==> src/rtl/pdc_consts.svh <==
`ifndef PDC_CONSTS_SVH
`define PDC_CONSTS_SVH

// ----------------------------------------------------------------
// register offsets
// ----------------------------------------------------------------
`define PDC_ADDR_FB_HI 4'h0
`define PDC_ADDR_FB_LO 4'h1
`define PDC_ADDR_FB2_LO 4'h2
`define PDC_ADDR_FB2_MSB 4'h3
`define PDC_ADDR_REF_HI 4'h4
`define PDC_ADDR_REF_LO 4'h5
`define PDC_ADDR_S2_FB_MSB 4'h8
`define PDC_ADDR_S2_FB_LO 4'h9
`define PDC_ADDR_S1_BYP 4'hA
`define PDC_ADDR_S2_PREDIV 4'hC

// ----------------------------------------------------------------
// reset values
// ----------------------------------------------------------------
`define PDC_RST_FB_HI 8'h0C
`define PDC_RST_FB_LO 8'h00
`define PDC_RST_FB2_LO 8'h60
`define PDC_RST_FB2_MSB 8'h00
`define PDC_RST_REF_HI 8'h0C
`define PDC_RST_REF_LO 8'h00
`define PDC_RST_S2_FB_MSB 8'h00
`define PDC_RST_S2_FB_LO 8'h18
`define PDC_RST_S1_BYP 8'h00
`define PDC_RST_S2_PREDIV 8'h00

// ----------------------------------------------------------------
// writable bit masks, reserved bits read as zero
// ----------------------------------------------------------------
`define PDC_MASK_FB_HI 8'hFF
`define PDC_MASK_FB2_MSB 8'h81
`define PDC_MASK_REF_HI 8'hEF
`define PDC_MASK_S2_FB_MSB 8'h01
`define PDC_MASK_S1_BYP 8'h01
`define PDC_MASK_S2_PREDIV 8'hBF

// ----------------------------------------------------------------
// field positions
// ----------------------------------------------------------------
`define PDC_PHASE_MSB 7
`define PDC_PHASE_LSB 5
`define PDC_FB2_PD_BIT 4
`define PDC_HI_NIB_MSB 3
`define PDC_FB2_MSB_BIT 7
`define PDC_CASCADE_BIT 0
`define PDC_S2_FB_MSB_BIT 0
`define PDC_S1_BYP_BIT 0
`define PDC_DOUBLER_BIT 7
`define PDC_PREDIV_MSB 5

`endif

==> src/rtl/pdc_pkg.sv <==
package pdc_pkg;
  typedef logic [11:0] pdc_div12_t;
  typedef logic [8:0] pdc_div9_t;
  typedef logic [5:0] pdc_div6_t;
  typedef logic [7:0] pdc_byte_t;
  typedef logic [3:0] pdc_addr_t;
endpackage : pdc_pkg

==> src/rtl/pdc_divider.sv <==
`timescale 1ns/1ps
module pdc_divider #(
  parameter int W = 12
) (
  // clock and reset
  input wire logic clock_in,
  input wire logic sys_rst_in,
  // input clock edges and setup
  input wire logic tick_in,
  input wire logic enable_in,
  input wire logic [W-1:0] div_in,
  // divided output
  output logic tc_out,
  output logic level_out
);
  logic [W-1:0] count_ff;
  logic [W-1:0] div_ff;
  logic [W-1:0] eff;
  logic [W-1:0] nxt_count;
  logic last;

  // a zero ratio counts as one so the counter can never hang
  function automatic logic [W-1:0] eff_ratio(input logic [W-1:0] n);
    eff_ratio = (n == '0) ? {{(W-1){1'b0}}, 1'b1} : n;
  endfunction : eff_ratio

  always_comb begin
    eff = eff_ratio(div_ff);
    last = (count_ff >= eff - 1'b1);
    nxt_count = last ? '0 : count_ff + 1'b1;
  end

  // one output period per N input periods; new ratio taken at terminal count
  always_ff @(posedge clock_in or posedge sys_rst_in) begin
    if (sys_rst_in) begin
      count_ff <= '0;
      div_ff <= '0;
      tc_out <= 1'b0;
      level_out <= 1'b0;
    end else if (!enable_in) begin
      count_ff <= '0;
      tc_out <= 1'b0;
      level_out <= 1'b0;
    end else if (tick_in) begin
      count_ff <= nxt_count;
      tc_out <= last;
      level_out <= (nxt_count < ((eff + 1'b1) >> 1));
      if (last) begin
        div_ff <= div_in;
      end
    end else begin
      tc_out <= 1'b0;
    end
  end

  a_tc_needs_tick: assert property (@(posedge clock_in) disable iff (sys_rst_in)
    tc_out |-> $past(tick_in) && $past(enable_in)) else $error("divider pulse without input edge");
  a_count_bound: assert property (@(posedge clock_in) disable iff (sys_rst_in)
    $past(tick_in) && $past(enable_in) && $past(div_ff) != '0 |-> count_ff < $past(div_ff))
    else $error("divider count passed its ratio");
endmodule : pdc_divider

==> src/rtl/pdc_top.sv <==
// The strobed register port was left to the implementer.
`timescale 1ns/1ps
`include "pdc_consts.svh"
// Contract
// - primary feedback divider, 12 bits, 1 to 4095, regs fb_div_hi_phase_pd/fb_div_lo, reset 3072.
// - secondary feedback divider, 9 bits, 4 to 511, msb at fb2_div_msb_bypass bit7, reset 96.
// - secondary powerdown bit set stops and disables the secondary divider.
// - reference pre-divider, 12 bits, 1 to 4095, regs ref_div_hi_phase/ref_div_lo, reset 3072.
// - reference phase field sets lock-detect sampling phase, chosen by software.
// - feedback phase field with reference phase sets lock-detect window, software chosen.
// - stage-two feedback divider, 9 bits, 8 to 511, regs stage2_fb_div_msb/stage2_fb_div_lo, reset 24.
// - stage-two pre-divider divides by 1 to 63; zero bypasses it.
// - doubler select zero uses pre-divided mux output, one doubles it.
// - cascade select zero uses primary only; one cascades primary and secondary.
// - stage-one bypass select one disables loop and passes bypass path.
module pdc_top import pdc_pkg::*; (
  // clock and reset
  input wire logic clock_in,
  input wire logic sys_rst_in,
  // register port
  input wire logic [3:0] addr_in,
  input wire logic [7:0] wdata_in,
  input wire logic wr_in,
  input wire logic rd_in,
  output logic [7:0] rdata_out,
  // clocks to divide, sampled levels
  input wire logic ref_clk_in,
  input wire logic vcxo_clk_in,
  input wire logic synth_clk_in,
  // divided pulses
  output logic ref_pd_tick_out,
  output logic fb_pd_tick_out,
  output logic stage2_in_tick_out,
  output logic stage2_fb_tick_out,
  // stage-one mux and controls
  output logic stage1_mux_out,
  output logic stage1_bypass_out,
  output logic fb_cascade_out,
  output logic secondary_pd_out,
  output logic [2:0] feedback_sample_phase_out,
  output logic [2:0] reference_sample_phase_out
);
  // ----------------------------------------------------------------
  // register file
  // ----------------------------------------------------------------
  pdc_byte_t fb_hi_ff;
  pdc_byte_t fb_lo_ff;
  pdc_byte_t fb2_lo_ff;
  pdc_byte_t fb2_msb_ff;
  pdc_byte_t ref_hi_ff;
  pdc_byte_t ref_lo_ff;
  pdc_byte_t s2_fb_msb_ff;
  pdc_byte_t s2_fb_lo_ff;
  pdc_byte_t s1_byp_ff;
  pdc_byte_t s2_prediv_ff;
  pdc_byte_t nxt_rdata;

  function automatic pdc_byte_t read_map(input pdc_addr_t a, input pdc_byte_t r0, input pdc_byte_t r1,
                                         input pdc_byte_t r2, input pdc_byte_t r3, input pdc_byte_t r4,
                                         input pdc_byte_t r5, input pdc_byte_t r8, input pdc_byte_t r9,
                                         input pdc_byte_t ra, input pdc_byte_t rc);
    case (a)
      `PDC_ADDR_FB_HI: read_map = r0;
      `PDC_ADDR_FB_LO: read_map = r1;
      `PDC_ADDR_FB2_LO: read_map = r2;
      `PDC_ADDR_FB2_MSB: read_map = r3;
      `PDC_ADDR_REF_HI: read_map = r4;
      `PDC_ADDR_REF_LO: read_map = r5;
      `PDC_ADDR_S2_FB_MSB: read_map = r8;
      `PDC_ADDR_S2_FB_LO: read_map = r9;
      `PDC_ADDR_S1_BYP: read_map = ra;
      `PDC_ADDR_S2_PREDIV: read_map = rc;
      default: read_map = 8'h00;
    endcase
  endfunction : read_map

  always_ff @(posedge clock_in or posedge sys_rst_in) begin
    if (sys_rst_in) begin
      fb_hi_ff <= `PDC_RST_FB_HI;
      fb_lo_ff <= `PDC_RST_FB_LO;
      fb2_lo_ff <= `PDC_RST_FB2_LO;
      fb2_msb_ff <= `PDC_RST_FB2_MSB;
      ref_hi_ff <= `PDC_RST_REF_HI;
      ref_lo_ff <= `PDC_RST_REF_LO;
      s2_fb_msb_ff <= `PDC_RST_S2_FB_MSB;
      s2_fb_lo_ff <= `PDC_RST_S2_FB_LO;
      s1_byp_ff <= `PDC_RST_S1_BYP;
      s2_prediv_ff <= `PDC_RST_S2_PREDIV;
    end else if (wr_in) begin
      case (addr_in)
        `PDC_ADDR_FB_HI: fb_hi_ff <= wdata_in & `PDC_MASK_FB_HI;
        `PDC_ADDR_FB_LO: fb_lo_ff <= wdata_in;
        `PDC_ADDR_FB2_LO: fb2_lo_ff <= wdata_in;
        `PDC_ADDR_FB2_MSB: fb2_msb_ff <= wdata_in & `PDC_MASK_FB2_MSB;
        `PDC_ADDR_REF_HI: ref_hi_ff <= wdata_in & `PDC_MASK_REF_HI;
        `PDC_ADDR_REF_LO: ref_lo_ff <= wdata_in;
        `PDC_ADDR_S2_FB_MSB: s2_fb_msb_ff <= wdata_in & `PDC_MASK_S2_FB_MSB;
        `PDC_ADDR_S2_FB_LO: s2_fb_lo_ff <= wdata_in;
        `PDC_ADDR_S1_BYP: s1_byp_ff <= wdata_in & `PDC_MASK_S1_BYP;
        `PDC_ADDR_S2_PREDIV: s2_prediv_ff <= wdata_in & `PDC_MASK_S2_PREDIV;
        default: ;
      endcase
    end
  end

  always_comb begin
    nxt_rdata = read_map(addr_in, fb_hi_ff, fb_lo_ff, fb2_lo_ff, fb2_msb_ff, ref_hi_ff, ref_lo_ff,
                         s2_fb_msb_ff, s2_fb_lo_ff, s1_byp_ff, s2_prediv_ff);
  end

  // read data stand for one cycle after each cycle with rd_in high, zero otherwise
  always_ff @(posedge clock_in or posedge sys_rst_in) begin
    if (sys_rst_in) begin
      rdata_out <= 8'h00;
    end else begin
      rdata_out <= rd_in ? nxt_rdata : 8'h00;
    end
  end

  // ----------------------------------------------------------------
  // field decode
  // ----------------------------------------------------------------
  pdc_div12_t fb_ratio;
  pdc_div9_t fb2_ratio;
  pdc_div12_t ref_ratio;
  pdc_div9_t s2_fb_ratio;
  pdc_div6_t prediv_ratio;
  logic fb2_pd;
  logic cascade_sel;
  logic bypass_sel;
  logic doubler_sel;

  always_comb begin
    fb_ratio = {fb_hi_ff[`PDC_HI_NIB_MSB:0], fb_lo_ff};
    fb2_ratio = {fb2_msb_ff[`PDC_FB2_MSB_BIT], fb2_lo_ff};
    ref_ratio = {ref_hi_ff[`PDC_HI_NIB_MSB:0], ref_lo_ff};
    s2_fb_ratio = {s2_fb_msb_ff[`PDC_S2_FB_MSB_BIT], s2_fb_lo_ff};
    prediv_ratio = s2_prediv_ff[`PDC_PREDIV_MSB:0];
    fb2_pd = fb_hi_ff[`PDC_FB2_PD_BIT];
    cascade_sel = fb2_msb_ff[`PDC_CASCADE_BIT];
    bypass_sel = s1_byp_ff[`PDC_S1_BYP_BIT];
    doubler_sel = s2_prediv_ff[`PDC_DOUBLER_BIT];
  end

  // ----------------------------------------------------------------
  // input edge detection
  // ----------------------------------------------------------------
  logic ref_prev_ff;
  logic vcxo_prev_ff;
  logic synth_prev_ff;
  logic mux_prev_ff;
  logic ref_rise;
  logic vcxo_rise;
  logic synth_rise;
  logic mux_rise;
  logic mux_edge;

  always_ff @(posedge clock_in or posedge sys_rst_in) begin
    if (sys_rst_in) begin
      ref_prev_ff <= 1'b0;
      vcxo_prev_ff <= 1'b0;
      synth_prev_ff <= 1'b0;
      mux_prev_ff <= 1'b0;
    end else begin
      ref_prev_ff <= ref_clk_in;
      vcxo_prev_ff <= vcxo_clk_in;
      synth_prev_ff <= synth_clk_in;
      mux_prev_ff <= stage1_mux_out;
    end
  end

  always_comb begin
    ref_rise = ref_clk_in & ~ref_prev_ff;
    vcxo_rise = vcxo_clk_in & ~vcxo_prev_ff;
    synth_rise = synth_clk_in & ~synth_prev_ff;
    mux_rise = stage1_mux_out & ~mux_prev_ff;
    // both edges of the mux output give twice the rate for the doubler
    mux_edge = stage1_mux_out ^ mux_prev_ff;
  end

  // ----------------------------------------------------------------
  // stage-one mux; the loop output is the vcxo, bypass passes reference
  // ----------------------------------------------------------------
  always_ff @(posedge clock_in or posedge sys_rst_in) begin
    if (sys_rst_in) begin
      stage1_mux_out <= 1'b0;
    end else begin
      stage1_mux_out <= bypass_sel ? ref_clk_in : vcxo_clk_in;
    end
  end

  // ----------------------------------------------------------------
  // dividers
  // ----------------------------------------------------------------
  logic ref_tc;
  logic fb_tc;
  logic fb2_tc;
  logic prediv_tc;
  logic s2_fb_tc;
  logic prediv_en;

  // the pre-divider idles while bypassed or overridden, saving toggles
  assign prediv_en = !doubler_sel && (prediv_ratio != 6'h00);

  pdc_divider #(.W(12)) u_ref_div (
    .clock_in(clock_in), .sys_rst_in(sys_rst_in), .tick_in(ref_rise), .enable_in(1'b1),
    .div_in(ref_ratio), .tc_out(ref_tc), .level_out());
  pdc_divider #(.W(12)) u_fb_div (
    .clock_in(clock_in), .sys_rst_in(sys_rst_in), .tick_in(vcxo_rise), .enable_in(1'b1),
    .div_in(fb_ratio), .tc_out(fb_tc), .level_out());
  pdc_divider #(.W(9)) u_fb2_div (
    .clock_in(clock_in), .sys_rst_in(sys_rst_in), .tick_in(fb_tc), .enable_in(!fb2_pd),
    .div_in(fb2_ratio), .tc_out(fb2_tc), .level_out());
  pdc_divider #(.W(6)) u_prediv (
    .clock_in(clock_in), .sys_rst_in(sys_rst_in), .tick_in(mux_rise), .enable_in(prediv_en),
    .div_in(prediv_ratio), .tc_out(prediv_tc), .level_out());
  pdc_divider #(.W(9)) u_s2_fb_div (
    .clock_in(clock_in), .sys_rst_in(sys_rst_in), .tick_in(synth_rise), .enable_in(1'b1),
    .div_in(s2_fb_ratio), .tc_out(s2_fb_tc), .level_out());

  // ----------------------------------------------------------------
  // output selection and control outputs
  // ----------------------------------------------------------------
  always_ff @(posedge clock_in or posedge sys_rst_in) begin
    if (sys_rst_in) begin
      ref_pd_tick_out <= 1'b0;
      fb_pd_tick_out <= 1'b0;
      stage2_in_tick_out <= 1'b0;
      stage2_fb_tick_out <= 1'b0;
    end else begin
      ref_pd_tick_out <= ref_tc;
      fb_pd_tick_out <= cascade_sel ? fb2_tc : fb_tc;
      if (doubler_sel) begin
        stage2_in_tick_out <= mux_edge;
      end else if (prediv_ratio == 6'h00) begin
        stage2_in_tick_out <= mux_rise;
      end else begin
        stage2_in_tick_out <= prediv_tc;
      end
      stage2_fb_tick_out <= s2_fb_tc;
    end
  end

  // phase fields only steer the lock detector outside; software picks them
  always_ff @(posedge clock_in or posedge sys_rst_in) begin
    if (sys_rst_in) begin
      stage1_bypass_out <= 1'b0;
      fb_cascade_out <= 1'b0;
      secondary_pd_out <= 1'b0;
      feedback_sample_phase_out <= 3'h0;
      reference_sample_phase_out <= 3'h0;
    end else begin
      stage1_bypass_out <= bypass_sel;
      fb_cascade_out <= cascade_sel;
      secondary_pd_out <= fb2_pd;
      feedback_sample_phase_out <= fb_hi_ff[`PDC_PHASE_MSB:`PDC_PHASE_LSB];
      reference_sample_phase_out <= ref_hi_ff[`PDC_PHASE_MSB:`PDC_PHASE_LSB];
    end
  end

  // ----------------------------------------------------------------
  // checks
  // ----------------------------------------------------------------
  a_read_data_map: assert property (@(posedge clock_in) disable iff (sys_rst_in)
    rd_in && addr_in == `PDC_ADDR_FB_LO |=> rdata_out == $past(fb_lo_ff))
    else $error("read of low feedback byte wrong");
  a_read_idle_zero: assert property (@(posedge clock_in) disable iff (sys_rst_in)
    !rd_in |=> rdata_out == 8'h00) else $error("read data outside read cycle");
  a_mux_select: assert property (@(posedge clock_in) disable iff (sys_rst_in)
    ##1 stage1_mux_out == ($past(bypass_sel) ? $past(ref_clk_in) : $past(vcxo_clk_in)))
    else $error("stage-one mux picked wrong path");
  a_powerdown_stops: assert property (@(posedge clock_in) disable iff (sys_rst_in)
    fb2_pd [*3] |-> !fb2_tc) else $error("secondary divider ran while powered down");
  a_direct_feedback: assert property (@(posedge clock_in) disable iff (sys_rst_in)
    !cascade_sel && fb_tc |=> fb_pd_tick_out) else $error("primary feedback pulse lost");
  a_cascade_blocks: assert property (@(posedge clock_in) disable iff (sys_rst_in)
    cascade_sel && !fb2_tc |=> !fb_pd_tick_out) else $error("cascade passed a primary pulse");
  a_doubler_edges: assert property (@(posedge clock_in) disable iff (sys_rst_in)
    doubler_sel && mux_edge |=> stage2_in_tick_out) else $error("doubler missed an edge");
  a_prediv_bypass: assert property (@(posedge clock_in) disable iff (sys_rst_in)
    !doubler_sel && prediv_ratio == 6'h00 |=> stage2_in_tick_out == $past(mux_rise))
    else $error("bypassed pre-divider not transparent");
  a_phase_fields: assert property (@(posedge clock_in) disable iff (sys_rst_in)
    $rose(rd_in) && addr_in == `PDC_ADDR_REF_HI ##1 1'b1 |-> reference_sample_phase_out == rdata_out[7:5])
    else $error("reference phase output disagrees with register");

  // ----------------------------------------------------------------
  // pulse paths: each registered output is its source one cycle late
  // ----------------------------------------------------------------
  a_ref_tick_path: assert property (@(posedge clock_in) disable iff (sys_rst_in)
    ##1 ref_pd_tick_out == $past(ref_tc)) else $error("reference pulse path wrong");
  a_s2_fb_path: assert property (@(posedge clock_in) disable iff (sys_rst_in)
    ##1 stage2_fb_tick_out == $past(s2_fb_tc)) else $error("stage-two feedback pulse path wrong");
  a_cascade_path: assert property (@(posedge clock_in) disable iff (sys_rst_in)
    cascade_sel |=> fb_pd_tick_out == $past(fb2_tc)) else $error("cascaded feedback pulse wrong");
  // a divided input must not leak raw mux edges; that would look like a lock at the wrong ratio
  a_prediv_path: assert property (@(posedge clock_in) disable iff (sys_rst_in)
    !doubler_sel && prediv_ratio != 6'h00 |=> stage2_in_tick_out == $past(prediv_tc))
    else $error("pre-divided input pulse wrong");
  a_doubler_quiet: assert property (@(posedge clock_in) disable iff (sys_rst_in)
    doubler_sel && !mux_edge |=> !stage2_in_tick_out) else $error("doubler pulsed without an edge");
  a_control_copy: assert property (@(posedge clock_in) disable iff (sys_rst_in)
    ##1 secondary_pd_out == $past(fb2_pd)) else $error("powerdown output lags its register");
  a_bypass_copy: assert property (@(posedge clock_in) disable iff (sys_rst_in)
    ##1 stage1_bypass_out == $past(bypass_sel)) else $error("bypass output lags its register");
endmodule : pdc_top

==> config.mk <==
export PLATFORM = sky130hd
export DESIGN_NAME = pdc_top
export DESIGN_NICKNAME = d
export VERILOG_FILES = /design/src/rtl/pdc_pkg.sv /design/src/rtl/pdc_divider.sv /design/src/rtl/pdc_top.sv
export VERILOG_INCLUDE_DIRS = /design/src /design/src/rtl
export SDC_FILE = /design/constraint.sdc
export NUM_CORES = 1
export LEC_CHECK = 0
export ABC_CLOCK_PERIOD_IN_PS = 13200
export BUFFER_PORTS_ARGS = -buffer_cell sky130_fd_sc_hd__buf_2
export CORE_MARGIN = 3
export CORE_UTILIZATION = 60
export DETAILED_ROUTE_END_ITERATION = 16
export PLACE_DENSITY_LB_ADDON = 0.15
export SLEW_MARGIN = 20
export SYNTH_ARGS = -nofsm -noshare
export SYNTH_HDL_FRONTEND = slang
export SYNTH_SLANG_ARGS = --single-unit
export TNS_END_PERCENT = 50
==> constraint.sdc <==
create_clock -name clock_in -period 13.2 [get_ports clock_in]
set_input_delay 0.66 -clock clock_in [delete_from_list [all_inputs] [get_ports clock_in]]
set_output_delay 0.66 -clock clock_in [all_outputs]
set_load 0.02 [all_outputs]
==> results.py, run 1 <==
metrics = {
    "status": {
        "status": "completed",
    },
    "pwr": {
        "p_total_mw": 2.361,
        "power.net_switching_uw": 904.2,
        "p_per_area_nw_per_um2": 220.6,
        "ir_worst_vdd_v": 0.0001622,
        "power_frac_seq_pct": 36.1,
        "power_frac_comb_pct": 41.8,
        "p_leak_nw": 4.958,
        "swShare_pct": 38.29,
        "internal_power_mw": 1.457,
        "clock_power_share_pct": 22.1,
    },
    "drt": {
        "firstDrtPassIters": 5,
        "wirelength_mm": 20.21,
        "wl_per_cell_um": 18.11,
        "drt-initial-drc-count": 605,
        "routed_via_density": 6.043,
        "ant_nets": 0,
        "num_vias": 6744,
        "drc": 0,
    },
    "grt": {
        "use_met3_pct": 5.589,
        "grt_overflow_total": 0,
        "grt_start_max_net_pins": 121,
        "grt.met1_usage_pct": 32.16,
        "grt_use_met2_pct": 38.85,
        "antenna_found_initial": 0,
        "top_usage_layer": "met2",
        "grt_pass1_vias": 6863,
        "grt_usage_pct": 23.79,
        "grt_pass1_wl_mm": 34.10,
    },
    "floorplanning": {
        "chipWidth_um": 133.4,
        "rows": 45,
        "core_area_sq_um": 15540,
        "io_pins": 41,
        "start_util_pct": 62.70,
        "dieArea_sq_um": 17800,
        "die_h_um": 133.4,
    },
    "clock_network": {
        "cts_buffers": 17,
        "ctsHoldBuffers": 0,
        "cts_tree": "done",
        "cts.sinks": 185,
        "root_buffer": "clkbuf_16",
        "clockBufferDepth": 2,
        "post-cts-setup-buffers": 0,
        "clk_pin_slew_ns": 0.07,
        "cts.repair.resized": 0,
        "worstSkewPairLatency_ns": 0.43,
        "cts_max_level": 4,
    },
    "critical_path": {
        "crit_required_ns": 13.51,
        "worst_ep_arrival_time_ns": 4.66,
        "cp-start-kind": "register",
        "cpMaxStageDelayCell": "or4_4",
        "critical_path_depth": 15,
        "max_stage_delay_ns": 0.58,
        "r2r_end": "u_fb_div.div_ff[2]$_DFFE_PP0P_",
        "endpoint": "u_fb_div.div_ff[2]$_DFFE_PP0P_",
        "reg2reg_slack_ns": 8.86,
        "crit_chain": "or4_4 > nor4_2 > and2b_1 > a21oi_1 > ha_1 > nor3b_1 > nor2b_1 > xnor2_1 > ha_1 > nand4_1 > or2_1 > o31ai_4 > nor2_4 > nor2_4 > mux2_4",
        "r2r_start": "u_fb_div.div_ff[4]$_DFFE_PP0P_",
        "crit_path_end_kind": "register",
        "ff2ff_path_depth": 15,
        "critical-path-top-delay-family": "simple AND/OR/NAND/NOR gates",
        "crit_fanout": 20,
        "path_class": "reg2reg",
        "crit_path_start": "u_fb_div.div_ff[4]$_DFFE_PP0P_",
        "critPathBufInv": 0,
    },
    "sta": {
        "hold_viol": 0,
        "worst_slew_pin_slew_ns": 0.8229,
        "max_freq_mhz": 230.4,
        "setup_viol": 0,
        "setup_tns_ns": 0,
        "timing.hold.ws_ns": 0.3516,
        "fin_crit_sh_pct": 32.88,
        "slew_viol_final": 0,
        "fin_crit_ns": 4.341,
        "maxSlewHeadroom_pct": 45.14,
        "rsz0062_at_grt": "no",
        "fin_skew_ns": 0.007483,
    },
    "synthesis": {
        "yosys_warnings": 0,
        "synth-edff-count": 0,
        "syn_avg_cell_area_sq_um": 11.41,
        "netlist_area_sq_um": 9743,
        "synthTopCellsByArea": "dfrtp_1 (45%), mux2_2 (12%), ha_1 (7.6%)",
        "syn_nets": 932,
        "ys_seq_elements": 185,
        "synthTopCellsByCount": "dfrtp_1 (177), mux2_2 (100), nor2_1 (61), ha_1 (59), nand2_1 (54)",
        "yosysSeqAreaShare_pct": 47.62,
        "yosysTopAreaCell": "dfrtp_1",
        "yosysMostFrequentCell": "dfrtp_1",
        "synthCells": 854,
        "synth.distinct_cells": 67,
        "ys.flop_type": "dfrtp_1",
        "async_flop_share_pct": 100.0,
        "synth_top_area_share_pct": 45.46,
    },
    "layout": {
        "num-nets-final": 970,
        "drive_gt1_share_pct": 23.43,
        "diodes": 0,
        "nFillCells": 1184,
        "areaGrowthSynthToFinish_pct": 9.876,
        "utilization_pct": 68.89,
    },
    "placed_design": {
        "place_congestion": 0.9218,
        "hpwl_mm": 14.58,
        "portBuffers": 40,
    },
    "run": {
        "cap_violations": 0,
    },
    "hold_path": {
        "hold_path_depth": 0,
        "hold_class": "reg2reg",
    },
}
state kept, by name (all words and copies together), names as in the netlist, 6 cells and up:
name	flops
fb_hi_ff	8
u_prediv.div_ff	6
ref_hi_ff	7
u_fb2_div.div_ff	9
fb_lo_ff	8
u_ref_div.count_ff	12
u_s2_fb_div.div_ff	9
fb2_lo_ff	8
u_ref_div.div_ff	12
s2_fb_lo_ff	8
ref_lo_ff	8
u_prediv.count_ff	6
u_fb_div.div_ff	12
u_fb_div.count_ff	12
u_fb2_div.count_ff	9
rdata_out	8
u_s2_fb_div.count_ff	9
s2_prediv_ff	7
layout by cell type, fill, tap and decap left out, types with 4 or more instances in the layout:
| master | Yosys | layout |
|---|---|---|
| a211oi_1 | 8 | 8 |
| a21o_1 | 10 | 10 |
| a21oi_1 | 39 | 39 |
| a22o_1 | 4 | 4 |
| a22oi_1 | 6 | 6 |
| a31oi_1 | 4 | 4 |
| and3_1 | 16 | 16 |
| buf_2 | 6 | 40 |
| clkbuf_16 | 0 | 17 |
| clkinv_8 | 0 | 4 |
| dfrtp_1 | 177 | 177 |
| dfstp_2 | 8 | 8 |
| ha_1 | 59 | 59 |
| inv_1 | 20 | 19 |
| inv_8 | 0 | 4 |
| mux2_2 | 100 | 100 |
| mux2_4 | 12 | 12 |
| mux2i_1 | 16 | 16 |
| nand2_1 | 54 | 54 |
| nand2b_1 | 9 | 9 |
| nand3_1 | 31 | 31 |
| nand3b_1 | 5 | 5 |
| nand4_1 | 10 | 10 |
| nor2_1 | 61 | 61 |
| nor2b_1 | 13 | 13 |
| nor3_1 | 19 | 19 |
| nor3b_1 | 12 | 12 |
| nor4_1 | 6 | 6 |
| o21ai_0 | 25 | 25 |
| o22ai_1 | 6 | 6 |
| or3_1 | 6 | 6 |
| xnor2_1 | 21 | 21 |
| xor2_1 | 26 | 26 |
power by group through the flow:
stage | combinational, mW | sequential (mW) | clock (mW)
5_1_grt | 1.11 | 0.871 | 0.556
2_1_floorplan | 0.803 | 0.823 | 0
6_report | 0.987 | 0.852 | 0.522
3_3_place_gp | 0.933 | 0.851 | 0
4_1_cts | 0.995 | 0.850 | 0.528
3_5_place_dp | 0.983 | 0.860 | 0
routing by layer:
layer | up-vias | routed length, um
met3 | 28 | 961
met4 | 0 | 310
met5 | - | 0
met2 | 166 | 9818
li1 | 3188 | -
met1 | 3362 | 9123
worst min path at each step:
| stage | start | end | slack [ns] |
|---|---|---|---|
| 6_report | u_s2_fb_div.tc_out$_DFF_PP0_ | stage2_fb_tick_out$_DFF_PP0_ | 0.35 |
| 5_1_grt | synth_clk_in | synth_prev_ff$_DFF_PP0_ | 0.34 |
| 4_1_cts | synth_clk_in | synth_prev_ff$_DFF_PP0_ | 0.34 |
| 3_5_place_dp | u_s2_fb_div.tc_out$_DFF_PP0_ | stage2_fb_tick_out$_DFF_PP0_ | 0.34 |
| 3_3_place_gp | u_s2_fb_div.tc_out$_DFF_PP0_ | stage2_fb_tick_out$_DFF_PP0_ | 0.33 |
| 2_1_floorplan | u_ref_div.tc_out$_DFF_PP0_ | ref_pd_tick_out$_DFF_PP0_ | 0.33 |
per-stage QoR:
step | std cells | setup WS [ns] | cell area [sq um]
detailed placement | 1084 | 8.872 | 10080
finish | 1116 | 8.859 | 10710
CTS | 1116 | 8.845 | 10700
global route | 1116 | 8.574 | 10710
global placement | 1084 | 9.035 | 10080
floorplan | 854 | 7.525 | 9743
layout make-up:
class                   instances  area, sq um  area share (%)
multi-input cells             627         4892           45.70
flip-flops and latches        185         4639           43.34
clock buffers                  18        439.2           4.102
well taps                     211        264.0           2.466
repair buffers                 41        207.7           1.940
clock inverters                14        180.2           1.683
inverters                      20        82.58          0.7714
cells by family after synthesis:
| kind of cell | share of synthesized area (%) |
|---|---|
| flip-flops | 47.62 |
| buffers and inverters | 2.170 |
| multiplexers | 15.28 |
| AO/OA/AOI/OAI | 8.822 |
| adder cells (fa/ha/maj) | 7.577 |
| XOR/XNOR | 4.225 |
| AND/OR/NAND/NOR | 14.31 |
Note: power is estimated with default switching activity, not from simulation.
==> run 2, diff against run 1 <==
Settings changed: ABC_CLOCK_PERIOD_IN_PS 13200 to 4500.
Clock period 13.2 ns to 4.5 ns, I/O delays scaled along.
==> run 2 against run 1 <==
Compared with the run above: setup slack lost 8.4 ns; maximum frequency up 7.2%; clock power grew to 2.9 times the previous value; non-clock buffer count up 7; first-iteration DRC count rose by 3.5%; critical path type unchanged.
==> results.py, run 2 (synthesized netlist as in run 1, its figures left out) <==
metrics = {
    "sta": {
        "fin_skew_ns": 0.009011,
        "timing.hold.ws_ns": 0.1652,
        "max_freq_mhz": 246.9,
        "hold_viol": 0,
        "slew_viol_final": 0,
        "setup_viol": 0,
        "rsz0062_at_grt": "no",
        "worst_slew_pin_slew_ns": 0.9229,
        "maxSlewHeadroom_pct": 38.35,
        "setup_tns_ns": 0,
        "fin_crit_sh_pct": 90.01,
        "fin_crit_ns": 4.050,
    },
    "placed_design": {
        "portBuffers": 40,
        "hpwl_mm": 14.41,
        "placed_area_sq_um": 10110,
        "place_congestion": 0.8521,
    },
    "grt": {
        "grt_start_max_net_pins": 145,
        "grt_pass1_vias": 6701,
        "antenna_found_initial": 0,
        "grt_usage_pct": 23.67,
        "grt_overflow_total": 0,
        "grt_pass1_wl_mm": 33.72,
    },
    "hold_path": {
        "min-delay-start": "wdata_in[6]",
        "hold_class": "in2reg",
    },
    "floorplanning": {
        "dieArea_sq_um": 17800,
        "core_area_sq_um": 15540,
        "chipWidth_um": 133.4,
        "die_h_um": 133.4,
        "io_pins": 41,
        "start_util_pct": 62.70,
        "rows": 45,
    },
    "critical_path": {
        "reg2reg_slack_ns": 0.45,
        "crit_path_end_kind": "register",
        "worst_ep_arrival_time_ns": 4.37,
        "crit_required_ns": 4.82,
        "r2r_end": "u_fb_div.div_ff[11]$_DFFE_PP0P_",
        "r2r_start": "u_fb_div.div_ff[4]$_DFFE_PP0P_",
        "crit_path_start": "u_fb_div.div_ff[4]$_DFFE_PP0P_",
        "path_class": "reg2reg",
        "ff2ff_path_depth": 16,
        "crit_fanout": 14,
        "cp-start-kind": "register",
        "endpoint": "u_fb_div.div_ff[11]$_DFFE_PP0P_",
    },
    "pwr": {
        "internal_power_mw": 4.262,
        "power_frac_seq_pct": 36.3,
        "p_leak_nw": 4.977,
        "power_frac_comb_pct": 42.2,
        "clock_power_share_pct": 21.6,
        "ir_worst_vdd_v": 0.0003655,
        "p_per_area_nw_per_um2": 641.9,
        "swShare_pct": 38.33,
        "power.net_switching_mw": 2.649,
    },
    "layout": {
        "areaGrowthSynthToFinish_pct": 10.50,
        "diodes": 0,
        "final_common_cell": "dfrtp_1",
        "drive_gt1_share_pct": 23.68,
        "layout_common_cells": "dfrtp_1 (177), mux2_2 (100), nor2_1 (61)",
        "num-nets-final": 977,
        "final_area_sq_um": 10770,
    },
    "drt": {
        "drt-initial-drc-count": 626,
        "wl_per_cell_um": 18.22,
        "routed_via_density": 6.035,
        "drc": 0,
        "firstDrtPassIters": 8,
        "ant_nets": 0,
        "num_vias": 6777,
        "wirelength_mm": 20.47,
    },
    "clock_network": {
        "clk_pin_slew_ns": 0.07,
        "cts_max_level": 4,
        "cts.sinks": 185,
        "cts_buffers": 17,
        "clockBufferDepth": 2,
        "cts_tree": "done",
        "worstSkewPairLatency_ns": 0.44,
        "root_buffer": "clkbuf_16",
    },
    "status": {
        "status": "completed",
    },
    "run": {
        "cap_violations": 0,
    },
}
==> run 2: changes by cell type in the layout (fill, tap and decap cells not counted), sizes merged <==
cell and delta:
buf +3, clkinv -3, clkinvlp +2, dlygate4sd3 +4, inv +1
==> run 2: worst min path at each step <==
| stage | slack [ns] | endpoint | cells past startpoint |
|---|---|---|---|
| after detailed placement | 0.35 | ref_pd_tick_out$_DFF_PP0_ | 0 |
| after global placement | 0.34 | stage2_fb_tick_out$_DFF_PP0_ | 0 |
| after global routing | 0.16 | fb2_lo_ff[6]$_DFFE_PP1P_ | 2 |
| after CTS | 0.16 | ref_lo_ff[4]$_DFFE_PP0P_ | 2 |
| final | 0.17 | fb2_lo_ff[6]$_DFFE_PP1P_ | 2 |
| after floorplan | 0.26 | ref_prev_ff$_DFF_PP0_ | 0 |
==> run 2: area by class of cell <==
cell class                      instances  area, sq um
Sequential cell                       185         4639
Inverter                               20        78.83
Timing Repair Buffer                   48        295.3
Multi-Input combinational cell        627         4905
Fill cell                            1154         4773
Tap cell                              211        264.0
Clock buffer                           18        429.2
Clock inverter                         14        155.1
==> run 2: repair_timing <==
item / CTS / global route
endpoints found under the setup margin: 0 / 24
hold buffers: 4 / 0
hold endpoints to repair: 28 / 0
buffers inserted: 0 / 1
gates resized for setup: 0 / 2
==> run 2: through the flow <==
step / std cells / util (%) / setup slack (ns) / total power [mW]
floorplan: 854 / - / 0.7665 / 4.770
global placement: 1086 / 65.06 / 0.3970 / 5.234
detailed placement: 1086 / 65.06 / 0.2762 / 5.394
CTS: 1122 / 69.07 / 0.2510 / 6.925
global route: 1123 / 69.28 / 0.09084 / 7.422
finish: 1123 / 69.28 / 0.4498 / 6.911
==> run 2: critical path, stage by stage, from the launching register on <==
cell	delay [ns]
dfrtp_1	0.44
or4_4	0.57
nor4_2	0.18
and2b_1	0.20
a21oi_1	0.10
ha_1	0.22
nor3b_1	0.18
nor2b_1	0.15
xnor2_1	0.13
ha_1	0.29
nand4_1	0.11
or2_1	0.28
o31ai_4	0.35
nor2_4	0.11
nor2_4	0.15
buf_12	0.17
mux2_4	0.31
==> run 2: power by group through the flow <==
stage | Combinational [mW] | Clock (mW) | Sequential [mW]
6_report | 2.91 | 1.49 | 2.51
5_1_grt | 3.27 | 1.58 | 2.56
4_1_cts | 2.92 | 1.51 | 2.50
3_5_place_dp | 2.87 | 0 | 2.52
3_3_place_gp | 2.74 | 0 | 2.50
2_1_floorplan | 2.35 | 0 | 2.41
==> run 2: routing by layer <==
layer  vias to the layer above  routed length, um  GRT usage, %
met5                         -                  0             0
li1                       3183                  -             -
met1                      3392               9364         32.32
met4                         0                262         6.629
met2                       178               9936         39.11
met3                        24                903         4.456
